`src/core/csch_pkg.sv`:
```
package csch_pkg;

   // ---------------------------------------------------------------
   // Field widths
   // ---------------------------------------------------------------
   localparam int HOUR_W  = 5;
   localparam int MIN_W   = 6;
   localparam int SEC_W   = 6;
   localparam int YEAR_W  = 12;
   localparam int MONTH_W = 4;
   localparam int DAY_W   = 5;
   localparam int WDAY_W  = 3;
   localparam int MASK_W  = 7;
   localparam int NUM_SCHED = 2;

   // ---------------------------------------------------------------
   // Reset values
   // ---------------------------------------------------------------
   localparam logic [HOUR_W-1:0]  DEF_HOUR  = 5'h00;
   localparam logic [MIN_W-1:0]   DEF_MIN   = 6'h00;
   localparam logic [SEC_W-1:0]   DEF_SEC   = 6'h00;
   localparam logic [YEAR_W-1:0]  DEF_YEAR  = 12'h7d0;
   localparam logic [MONTH_W-1:0] DEF_MONTH = 4'h0;
   localparam logic [DAY_W-1:0]   DEF_DAY   = 5'h00;
   // Bit 0 is Monday, bit 6 is Sunday.
   localparam logic [MASK_W-1:0]  DEF_MASK  = 7'h7f;

   typedef struct packed {
      logic [HOUR_W-1:0] hour;
      logic [MIN_W-1:0]  minute;
      logic [SEC_W-1:0]  second;
   } csch_time_s;

   typedef struct packed {
      logic [YEAR_W-1:0]  year;
      logic [MONTH_W-1:0] month;
      logic [DAY_W-1:0]   day;
   } csch_date_s;

   typedef struct packed {
      csch_time_s        on_time;
      csch_time_s        off_time;
      csch_date_s        on_date;
      csch_date_s        off_date;
      logic [MASK_W-1:0] weekday_mask;
   } csch_cfg_s;

   localparam csch_time_s DEF_TIME = '{hour: DEF_HOUR, minute: DEF_MIN, second: DEF_SEC};
   localparam csch_date_s DEF_DATE = '{year: DEF_YEAR, month: DEF_MONTH, day: DEF_DAY};
   localparam csch_cfg_s  DEF_CFG  = '{on_time: DEF_TIME, off_time: DEF_TIME,
                                       on_date: DEF_DATE, off_date: DEF_DATE,
                                       weekday_mask: DEF_MASK};

endpackage

```
`src/core/csch_top.sv`:
```
// Function
// - Output turns on when time of day reaches the on-time.
// - Output turns off when time of day reaches the off-time.
// - On-date holds output inactive before it; default 2000-00-00.
// - Off-date ends activity for good from that date on.
// - Off-date earlier than on-date never deactivates the output.
// - Seven-day mask, all enabled by default, gates the output.
// - On 0:00:00 off 23:59:59 keeps output on all enabled days.
// - Second identical scheduler with own settings and output.
// - Each output is offered as a routing source for other functions.
`timescale 1ns/1ps
`default_nettype none

module csch_top (
   // Clock and reset
   input  wire logic                            clk_in,
   input  wire logic                            nrst_in,
   // Calendar from the real-time clock
   input  wire logic                            sec_tick_in,
   input  wire csch_pkg::csch_time_s            cal_time_in,
   input  wire csch_pkg::csch_date_s            cal_date_in,
   input  wire logic [csch_pkg::WDAY_W-1:0]     cal_weekday_in,
   // Settings write port
   input  wire logic                            cfg_we_one_in,
   input  wire csch_pkg::csch_cfg_s             cfg_one_in,
   input  wire logic                            cfg_we_two_in,
   input  wire csch_pkg::csch_cfg_s             cfg_two_in,
   // Settings readback
   output var csch_pkg::csch_cfg_s              cfg_one_out,
   output var csch_pkg::csch_cfg_s              cfg_two_out,
   // Scheduled outputs
   output logic                                 sched_out_one_out,
   output logic                                 sched_out_two_out
);

   // ---------------------------------------------------------------
   // Reset release
   // ---------------------------------------------------------------
   logic rst_meta_ff;
   logic rst_n_ff;

   always_ff @(posedge clk_in or negedge nrst_in) begin
      if (!nrst_in) begin
         rst_meta_ff <= 1'b0;
         rst_n_ff    <= 1'b0;
      end else begin
         rst_meta_ff <= 1'b1;
         rst_n_ff    <= rst_meta_ff;
      end
   end

   // ---------------------------------------------------------------
   // Helpers
   // ---------------------------------------------------------------
   // Fields are packed most significant first, so a plain unsigned compare
   // of the keys orders times and dates the way a calendar does. The
   // calendar must deliver binary fields; packed decimal would misorder.
   function automatic logic [16:0] time_key(input csch_pkg::csch_time_s t);
      time_key = {t.hour, t.minute, t.second};
   endfunction

   function automatic logic [20:0] date_key(input csch_pkg::csch_date_s d);
      date_key = {d.year, d.month, d.day};
   endfunction

   // Key of the last second of a day. An off-time equal to it is taken as
   // inclusive, since there is no later second to switch off at.
   function automatic logic [16:0] last_second_key();
      csch_pkg::csch_time_s last;
      last.hour       = 5'h17;
      last.minute     = 6'h3b;
      last.second     = 6'h3b;
      last_second_key = time_key(last);
   endfunction

   // Weekday gate. A code above Sunday is not a valid day and never
   // matches, so a calendar that is not yet set keeps the output off.
   function automatic logic day_enabled(input logic [csch_pkg::MASK_W-1:0] mask,
                                        input logic [csch_pkg::WDAY_W-1:0] wd);
      if (wd < 3'h7) begin
         day_enabled = mask[wd];
      end else begin
         day_enabled = 1'b0;
      end
   endfunction

   // Date gate. Active from the on-date onwards. The off-date ends the
   // activity for good, unless it lies before the on-date, in which case it
   // is ignored and the schedule runs on without end.
   function automatic logic date_window(input csch_pkg::csch_cfg_s  c,
                                        input csch_pkg::csch_date_s d);
      logic [20:0] now_d;
      logic [20:0] on_d;
      logic [20:0] off_d;
      now_d = date_key(d);
      on_d  = date_key(c.on_date);
      off_d = date_key(c.off_date);
      date_window = (now_d >= on_d)
                    && ((off_d < on_d)
                        || (now_d < off_d));
   endfunction

   // Time gate. The on-second is included and the off-second excluded,
   // except for an off-time at the last second of the day, which makes a
   // 0:00:00 to 23:59:59 window cover the whole day. A window whose on-time
   // is later than its off-time wraps past midnight. Equal on and off times
   // give a window of that single second.
   function automatic logic time_window(input csch_pkg::csch_cfg_s  c,
                                        input csch_pkg::csch_time_s t);
      logic [16:0] now_t;
      logic [16:0] on_t;
      logic [16:0] off_t;
      logic        in_win;
      now_t = time_key(t);
      on_t  = time_key(c.on_time);
      off_t = time_key(c.off_time);
      if (on_t <= off_t) begin
         in_win = (now_t >= on_t) && (now_t <= off_t);
      end else begin
         in_win = (now_t >= on_t) || (now_t <= off_t);
      end
      if ((on_t != off_t) && (now_t == off_t) && (off_t != last_second_key())) begin
         in_win = 1'b0;
      end
      time_window = in_win;
   endfunction

   // One scheduler evaluation: returns the output level for this second.
   // All three gates must agree; any one of them alone keeps it off.
   function automatic logic sched_eval(input csch_pkg::csch_cfg_s c,
                                       input csch_pkg::csch_time_s t,
                                       input csch_pkg::csch_date_s d,
                                       input logic [csch_pkg::WDAY_W-1:0] wd);
      logic day_ok;
      logic date_ok;
      logic time_ok;
      day_ok     = day_enabled(c.weekday_mask, wd);
      date_ok    = date_window(c, d);
      time_ok    = time_window(c, t);
      sched_eval = day_ok && date_ok && time_ok;
   endfunction

   // ---------------------------------------------------------------
   // Settings storage
   // ---------------------------------------------------------------
   csch_pkg::csch_cfg_s cfg_ff [csch_pkg::NUM_SCHED];
   csch_pkg::csch_cfg_s nxt_cfg [csch_pkg::NUM_SCHED];

   always_comb begin
      nxt_cfg[0] = cfg_ff[0];
      nxt_cfg[1] = cfg_ff[1];
      if (cfg_we_one_in) begin
         nxt_cfg[0] = cfg_one_in;
      end
      if (cfg_we_two_in) begin
         nxt_cfg[1] = cfg_two_in;
      end
   end

   always_ff @(posedge clk_in or negedge rst_n_ff) begin
      if (!rst_n_ff) begin
         cfg_ff[0] <= csch_pkg::DEF_CFG;
         cfg_ff[1] <= csch_pkg::DEF_CFG;
      end else begin
         cfg_ff[0] <= nxt_cfg[0];
         cfg_ff[1] <= nxt_cfg[1];
      end
   end

   // ---------------------------------------------------------------
   // Tick evaluation
   // ---------------------------------------------------------------
   // Registering on the tick keeps the outputs glitch-free while settings
   // or the calendar change mid-second; the cost is up to one second lag.
   // A write that lands on the same edge as a tick is seen at the next
   // tick, because the evaluation reads the settings stored before it.
   // Until the first tick after reset both outputs stay low, so a freshly
   // started system never sees a spurious schedule pulse.
   logic [csch_pkg::NUM_SCHED-1:0] out_ff;
   logic [csch_pkg::NUM_SCHED-1:0] nxt_out;

   always_comb begin
      nxt_out = out_ff;
      if (sec_tick_in) begin
         nxt_out[0] = sched_eval(cfg_ff[0], cal_time_in, cal_date_in, cal_weekday_in);
         nxt_out[1] = sched_eval(cfg_ff[1], cal_time_in, cal_date_in, cal_weekday_in);
      end
   end

   always_ff @(posedge clk_in or negedge rst_n_ff) begin
      if (!rst_n_ff) begin
         out_ff <= '0;
      end else begin
         out_ff <= nxt_out;
      end
   end

   // ---------------------------------------------------------------
   // Outputs
   // ---------------------------------------------------------------
   // Each schedule level leaves as a plain registered signal so that the
   // routing logic outside can pick it as a source for relays, digital
   // outputs or virtual inputs without any further qualification.
   assign sched_out_one_out = out_ff[0];
   assign sched_out_two_out = out_ff[1];
   assign cfg_one_out       = cfg_ff[0];
   assign cfg_two_out       = cfg_ff[1];

endmodule

`default_nettype wire

```
`config.mk`:
```
export PLATFORM = sky130hd
export DESIGN_NAME = csch_top
export DESIGN_NICKNAME = d
export VERILOG_FILES = /design/src/core/csch_pkg.sv /design/src/core/csch_top.sv
export SDC_FILE = /design/constraint.sdc
export NUM_CORES = 1
export LEC_CHECK = 0
export BUFFER_PORTS_ARGS = -buffer_cell sky130_fd_sc_hd__buf_2
export CAP_MARGIN = 5
export CORE_MARGIN = 3
export CORE_UTILIZATION = 53
export CTS_BUF_LIST = sky130_fd_sc_hd__clkbuf_2 sky130_fd_sc_hd__clkbuf_4 sky130_fd_sc_hd__clkbuf_8
export CTS_CLUSTER_DIAMETER = 100
export DETAILED_ROUTE_END_ITERATION = 16
export HOLD_SLACK_MARGIN = 0.03
export PLACE_DENSITY_LB_ADDON = 0.05
export REMOVE_ABC_BUFFERS = 1
export SETUP_SLACK_MARGIN = 0.15
export SLEW_MARGIN = 10
export SYNTH_ARGS = -nofsm -noshare
export SYNTH_HDL_FRONTEND = slang
export SYNTH_SLANG_ARGS = --single-unit
export TNS_END_PERCENT = 5
```
`constraint.sdc`:
```
create_clock -name clk_in -period 5.6 [get_ports clk_in]
set_input_delay 0.56 -clock clk_in [delete_from_list [all_inputs] [get_ports clk_in]]
set_output_delay 0.56 -clock clk_in [all_outputs]
set_load 0.005 [all_outputs]
```
==> impl_metrics.yaml, run 1 <==
grt:
  grt_pass1_vias: 10620
  grt_pass1_wl_mm: 54.49
  grt.overflow.total: 0
  grt_max_degree: 105
  antenna_found_initial: 6
  grt.total_usage_pct: 29.13
cells_and_area:
  regArea_um2: 4305
  drive_above_1_share_pct: 29.72
  fin_nets: 2058
  multiInputGateArea_um2: 6471
  area_delta_synth_final_pct: 22.22
  fill_cells: 1853
die:
  fp.dieW_um: 153.3
  die_y_um: 153.3
  coreArea_um2: 21150
  dieArea_um2: 23490
  rows: 53
  io_pins: 380
  start_util_pct: 54.33
power:
  powerDensity_nw_per_um2: 234.4
  p_leak_uw: 0.007546
  ir_drop_mv: 0.1896
yosys:
  synth-simple-area-share_pct: 12.26
  async_flop_share_pct: 100.0
  synth_top_flop_cell: "dfrtp_1"
  synth_area_um2: 11490
  synth.area.mux_share_pct: 2.526
  seq_area_frac_synth_pct: 37.43
  synthXorXnorAreaFrac_pct: 0
  synth_fa_ha_area_share_pct: 24.38
  synth_top_area_cell: "dfrtp_1"
  synth_edf_count: 0
  synth_compound_area_share_pct: 17.10
  synth_top_area_share_pct: 28.74
  synth_top_family_by_area: "adder cells"
  synth_warnings: 0
  synth_cell_type_count: 59
  syn_avg_cell_area_um2: 9.180
  synth_most_common_cell: "ha_1"
  synth_area_leaders: "dfrtp_1, ha_1, dfstp_2"
  synthTopCellsByCount: "ha_1, nand2_1, o21ai_0"
  syn_inst: 1252
  synth-seq-cells: 170
route:
  drt_wl_total_mm: 34.60
  first_iter_violations: 481
  drt-vias-per-instance: 5.485
  dr.pass1.iters: 5
  drtAntennaViolNets: 0
  wl_per_cell_um: 18.11
  drc: 0
  vias: 10480
sta:
  fin_crit_ns: 2.713
  rsz0062_at_grt: "false"
  drv_slew: 0
  timing.hold.ws_ns: 0.2818
  clock_skew_ns: 0.01695
  setup_violations: 0
  finalHoldViolCount: 0
  max_freq_mhz: 368.6
  tightestPinTransition_ns: 0.8866
  post-route-period-util_pct: 48.45
  slew_headroom_pct: 40.89
  timing.final.ws_setup_ns: 2.887
  tns_ns: 0
flow_run:
  cap_violations: 0
cts:
  clock-sinks: 170
  cts_setup_buffers: 0
  cts_tree: "done"
  clkTransAtPathRegs_ns: 0.10
  cts_buffers: 17
  cts-htree-levels: 4
  clock_latency_ns: 0.47
  root_buffer: "clkbuf_8"
  clockBufferDepth: 2
run_status:
  status: "finished, final reports clean"
placed_design:
  pre_cts_ws_ns: 2.851
  hpwlAfterDp_mm: 28.21
  routabilityCongestion: 0.8668
  port_buffers: 379
setup_path:
  cp_common_cell: "o221ai_1"
  cp_cell_sequence: "inv_1 -> ha_1 -> nand4_1 -> or4_1 -> o221ai_1 -> o221ai_1 -> a221oi_1"
  crit_slowest_cell: "or4_1"
  r2r_setup_slack_ns: 2.89
  end_kind: "flip-flop"
  worstPathArrival_ns: 3.09
  cp-start-kind: "flip-flop"
  critPathMaxFanout: 3
  cp.required_ns: 5.97
  critical_path_class: "flip-flop to flip-flop"
  critPathMaxStageDelay_ns: 0.59
worst_hold_path:
  hold_path_class: "input pin to flip-flop"
final cells by class:
class / instances / share of cell area (%)
timing repair buffer: 385 / 13.97
tap: 275 / 2.449
sequential: 170 / 30.65
inverter: 158 / 4.222
clock inverter: 13 / 0.7660
antenna: 1 / 0.01781
clock buffer: 19 / 1.862
multi-input combinational: 890 / 46.07
per-layer routing:
layer | GRT usage, % | wire (um) | vias to the layer above
li1 | - | - | 5152
met1 | 35.40 | 13950 | 4875
met2 | 50.15 | 16930 | 359
met3 | 6.144 | 2300 | 85
met4 | 12.43 | 1366 | 10
met5 | 0 | 61 | -
layout by cell type (no fill, tap or decap), types with 8 or more instances in the layout:
master      n
a211oi_1   10
a21o_1     32
a21oi_1    69
and4_1      8
buf_2     377
clkbuf_8   19
dfrtp_1   131
dfstp_2    38
ha_1      224
inv_1     157
mux2_2     20
nand2_1   187
nand3_1    16
nand4_1    33
nor2_1     24
nor2b_1    10
o211ai_1    8
o21ai_0   165
final timing paths:
check,cells past startpoint,from,endpoint
max in group asynchronous,1,rst_n_ff,cfg_two_out[21]
min reg2reg,0,rst_meta_ff,rst_n_ff
min in group asynchronous,2,nrst_in,rst_meta_ff
max reg2reg,7,cfg_one_out[47],out_ff[0]
max,7,cfg_one_out[47],out_ff[0]
min,3,cfg_one_in[77],cfg_one_out[77]
timing repair:
item / 4_1_cts / 5_1_grt
endpoints found under the hold margin: 2 / 0
resized for setup: 0 / 0
hold buffers: 1 / 0
worst max-delay path: cells and delay by family, from the launching register on:
| kind | cells | cell delay (ns) |
|---|---|---|
| adders and majority gates | 1 | 0.34 |
| and+or+nand+nor | 2 | 0.77 |
| AOI/OAI and AO/OA | 3 | 0.90 |
| buffers and inverters | 1 | 0.08 |
| DFF | 1 | 0.54 |
registers in the layout (all words and copies together) (netlist names):
register / flops
cfg_one_out: 83
rst_meta_ff: 1
out_ff: 2
rst_n_ff: 1
cfg_two_out: 83
per-stage QoR:
stage,area (um2),instances,total power (uW),util (%)
floorplan,11370,1218,2000,-
global placement,13670,1877,2415,64.60
detailed placement,13670,1877,2454,64.60
CTS,14040,1910,3312,66.39
global route,14050,1911,3516,66.40
finish,14050,1911,3293,66.40
where the power goes:
| group | internal [uW] | leakage, uW | total, uW | switching, uW |
|---|---|---|---|---|
| registers | 1360 | 0.00200 | 1460 | 96.9 |
| clock network | 343 | 0.000194 | 859 | 517 |
| logic | 428 | 0.00535 | 978 | 550 |
| total | 2130 | 0.00755 | 3290 | 1160 |
cells by family after synthesis:
family                   Yosys count
other                              1
buffers and inverters            192
multiplexers                      24
adder cells (fa/ha/maj)          224
AO/OA/AOI/OAI                    336
AND/OR/NAND/NOR                  305
flip-flops                       170
Power figures use the tool's default switching activity.
==> run 2, diff against run 1 <==
--- a/config.mk
+++ b/config.mk
@@ -8,7 +8,7 @@
 export BUFFER_PORTS_ARGS = -buffer_cell sky130_fd_sc_hd__buf_2
 export CAP_MARGIN = 5
 export CORE_MARGIN = 3
-export CORE_UTILIZATION = 53
+export CORE_UTILIZATION = 48
 export CTS_BUF_LIST = sky130_fd_sc_hd__clkbuf_2 sky130_fd_sc_hd__clkbuf_4 sky130_fd_sc_hd__clkbuf_8
 export CTS_CLUSTER_DIAMETER = 100
 export DETAILED_ROUTE_END_ITERATION = 16
==> constraint.sdc (replaced) <==
create_clock -name clk_in -period 2.3 [get_ports clk_in]
set_input_delay 0.23 -clock clk_in [delete_from_list [all_inputs] [get_ports clk_in]]
set_output_delay 0.23 -clock clk_in [all_outputs]
set_load 0.005 [all_outputs]
==> run 2 against run 1 <==
Net effect:
- the run now ends with negative setup slack left
- via count is 11% higher
- flip-flop and latch count did not move
- fmax up 15%
==> impl_metrics.yaml, run 2 (same netlist as run 1, synthesis figures left out) <==
sta:
  finalHoldViolCount: 0
  setup_violations: 1
  max_freq_mhz: 423.4
  tightestPinTransition_ns: 0.7163
  post-route-period-util_pct: 102.7
  rsz0062_at_grt: "true"
  slew_headroom_pct: 52.25
  clock_skew_ns: 0.01358
  timing.final.ws_setup_ns: -0.06194
  drv_slew: 0
  fin_crit_ns: 2.362
route:
  drc: 0
  first_iter_violations: 687
  drt-vias-per-instance: 5.296
  wl_per_cell_um: 17.94
  drtAntennaViolNets: 0
  vias: 11660
  dr.pass1.iters: 8
  drt_wl_total_mm: 39.51
placed_design:
  pre_cts_ws_ns: -0.2942
  hpwlAfterDp_mm: 30.27
  routabilityCongestion: 0.9337
  port_buffers: 379
worst_hold_path:
  hold_path_class: "input pin to flip-flop"
flow_run:
  cap_violations: 0
cts:
  clock-sinks: 170
  cts-htree-levels: 4
  clock_latency_ns: 0.47
  root_buffer: "clkbuf_8"
  cts_buffers: 17
  clkTransAtPathRegs_ns: 0.10
  cts_tree: "done"
  clockBufferDepth: 2
die:
  coreArea_um2: 23050
  fp.dieW_um: 160.7
  io_pins: 380
  start_util_pct: 49.86
  rows: 55
  die_y_um: 160.7
  dieArea_um2: 25840
grt:
  grt.overflow.total: 0
  grt.total_usage_pct: 30.23
  antenna_found_initial: 1
  grt_pass1_vias: 11930
  grt_pass1_wl_mm: 61.89
  grt_max_degree: 69
setup_path:
  end_kind: "flip-flop"
  critical_path_class: "flip-flop to flip-flop"
  cp-start-kind: "flip-flop"
  worstPathArrival_ns: 2.74
  critPathMaxFanout: 2
  cp.required_ns: 2.68
cells_and_area:
  mostFrequentLayoutCells: "buf_2, ha_1, nand2_1"
  drive_above_1_share_pct: 31.73
  final_common_cell: "buf_2"
  area_delta_synth_final_pct: 45.44
  final_util_pct: 72.51
  fin_nets: 2311
power:
  clkPwrFrac_pct: 26.1
  ir_drop_mv: 0.3383
  p_comb_share_pct: 33.8
  p_sw_uw: 3016
  internal_power_uw: 5797
  powerDensity_nw_per_um2: 527.2
  p_seq_share_pct: 40.1
  sw_frac_of_total_pct: 34.22
  p_leak_uw: 0.008726
run_status:
  violations: "negative setup slack"
  status: "finished with violations"
## run 2: cell types whose count changed in the layout (fill, tap and decap cells not counted), sizes merged
| cell | before | now |
|---|---|---|
| buf | 384 | 470 |
| bufinv | 0 | 2 |
| clkinv | 6 | 3 |
| dlygate4sd3 | 1 | 168 |
| inv | 165 | 166 |
## run 2: final timing paths
path | from | end | slack [ns] | depth (start not counted)
worst max-delay path | cfg_one_out[44] | out_ff[0] | -0.06 | 7
worst min-delay path | sec_tick_in | out_ff[1] | 0.06 | 2
worst max register to register | cfg_one_out[44] | out_ff[0] | -0.06 | 7
worst min register to register | rst_n_ff | cfg_two_out[81] | 0.32 | 0
max in group asynchronous | rst_n_ff | cfg_one_out[18] | 1.28 | 1
min in group asynchronous | rst_n_ff | cfg_two_out[81] | 0.32 | 0
## run 2: final cells by class
class | count | area [um2]
inverter | 158 | 593.1
antenna | 1 | 2.502
clock buffer | 19 | 255.2
multi-input combinational | 890 | 6660
fill | 1811 | 6337
timing repair buffer | 638 | 4354
clock inverter | 13 | 153.9
tap | 313 | 391.6
sequential | 170 | 4305
## run 2: worst max-delay path, stage by stage, from the launching register on
cell and delay, ns:
dfstp_2 0.55, inv_2 0.05, ha_4 0.26, nand4_1 0.14
or4_4 0.59, a211oi_4 0.25, o221ai_2 0.14, a221oi_2 0.29
## run 2: timing repair
action,4_1_cts,5_1_grt
hold buffers,168,0
resized for setup,26,7
endpoints found under the setup margin,2,2
setup buffers,1,2
endpoints found under the hold margin,168,0
pin swaps,19,10
## run 2: power groups by stage
stage / registers (uW) / logic (uW) / clock network (uW)
6_report: 3530 / 2970 / 2300
3_3_place_gp: 3570 / 2570 / 0
5_1_grt: 3570 / 3340 / 2460
4_1_cts: 3530 / 2940 / 2360
3_5_place_dp: 3580 / 2630 / 0
2_1_floorplan: 3610 / 1260 / 0
## run 2: through the flow
| step | std cells | cell area, um2 | hold WS [ns] | power [uW] | setup TNS, ns |
|---|---|---|---|---|---|
| after floorplan | 1218 | 11370 | -0.06559 | 4870 | -407.21 |
| after CTS | 2199 | 16660 | 0.03027 | 8828 | -0.02584 |
| after global placement | 1998 | 14410 | 0.01572 | 6145 | -0.5047 |
| after detailed placement | 1998 | 14410 | 0.01676 | 6218 | -0.5789 |
| after global routing | 2202 | 16720 | 0.03097 | 9372 | -0.1983 |
| final | 2202 | 16720 | 0.05562 | 8813 | -0.06194 |
## run 2: layer usage
metal,vias to the layer above,wire [um],track usage [%]
met5,-,0,0
met2,419,19780,53.51
li1,5662,-,-
met1,5483,15820,35.74
met4,0,1517,12.28
met3,97,2386,6.345
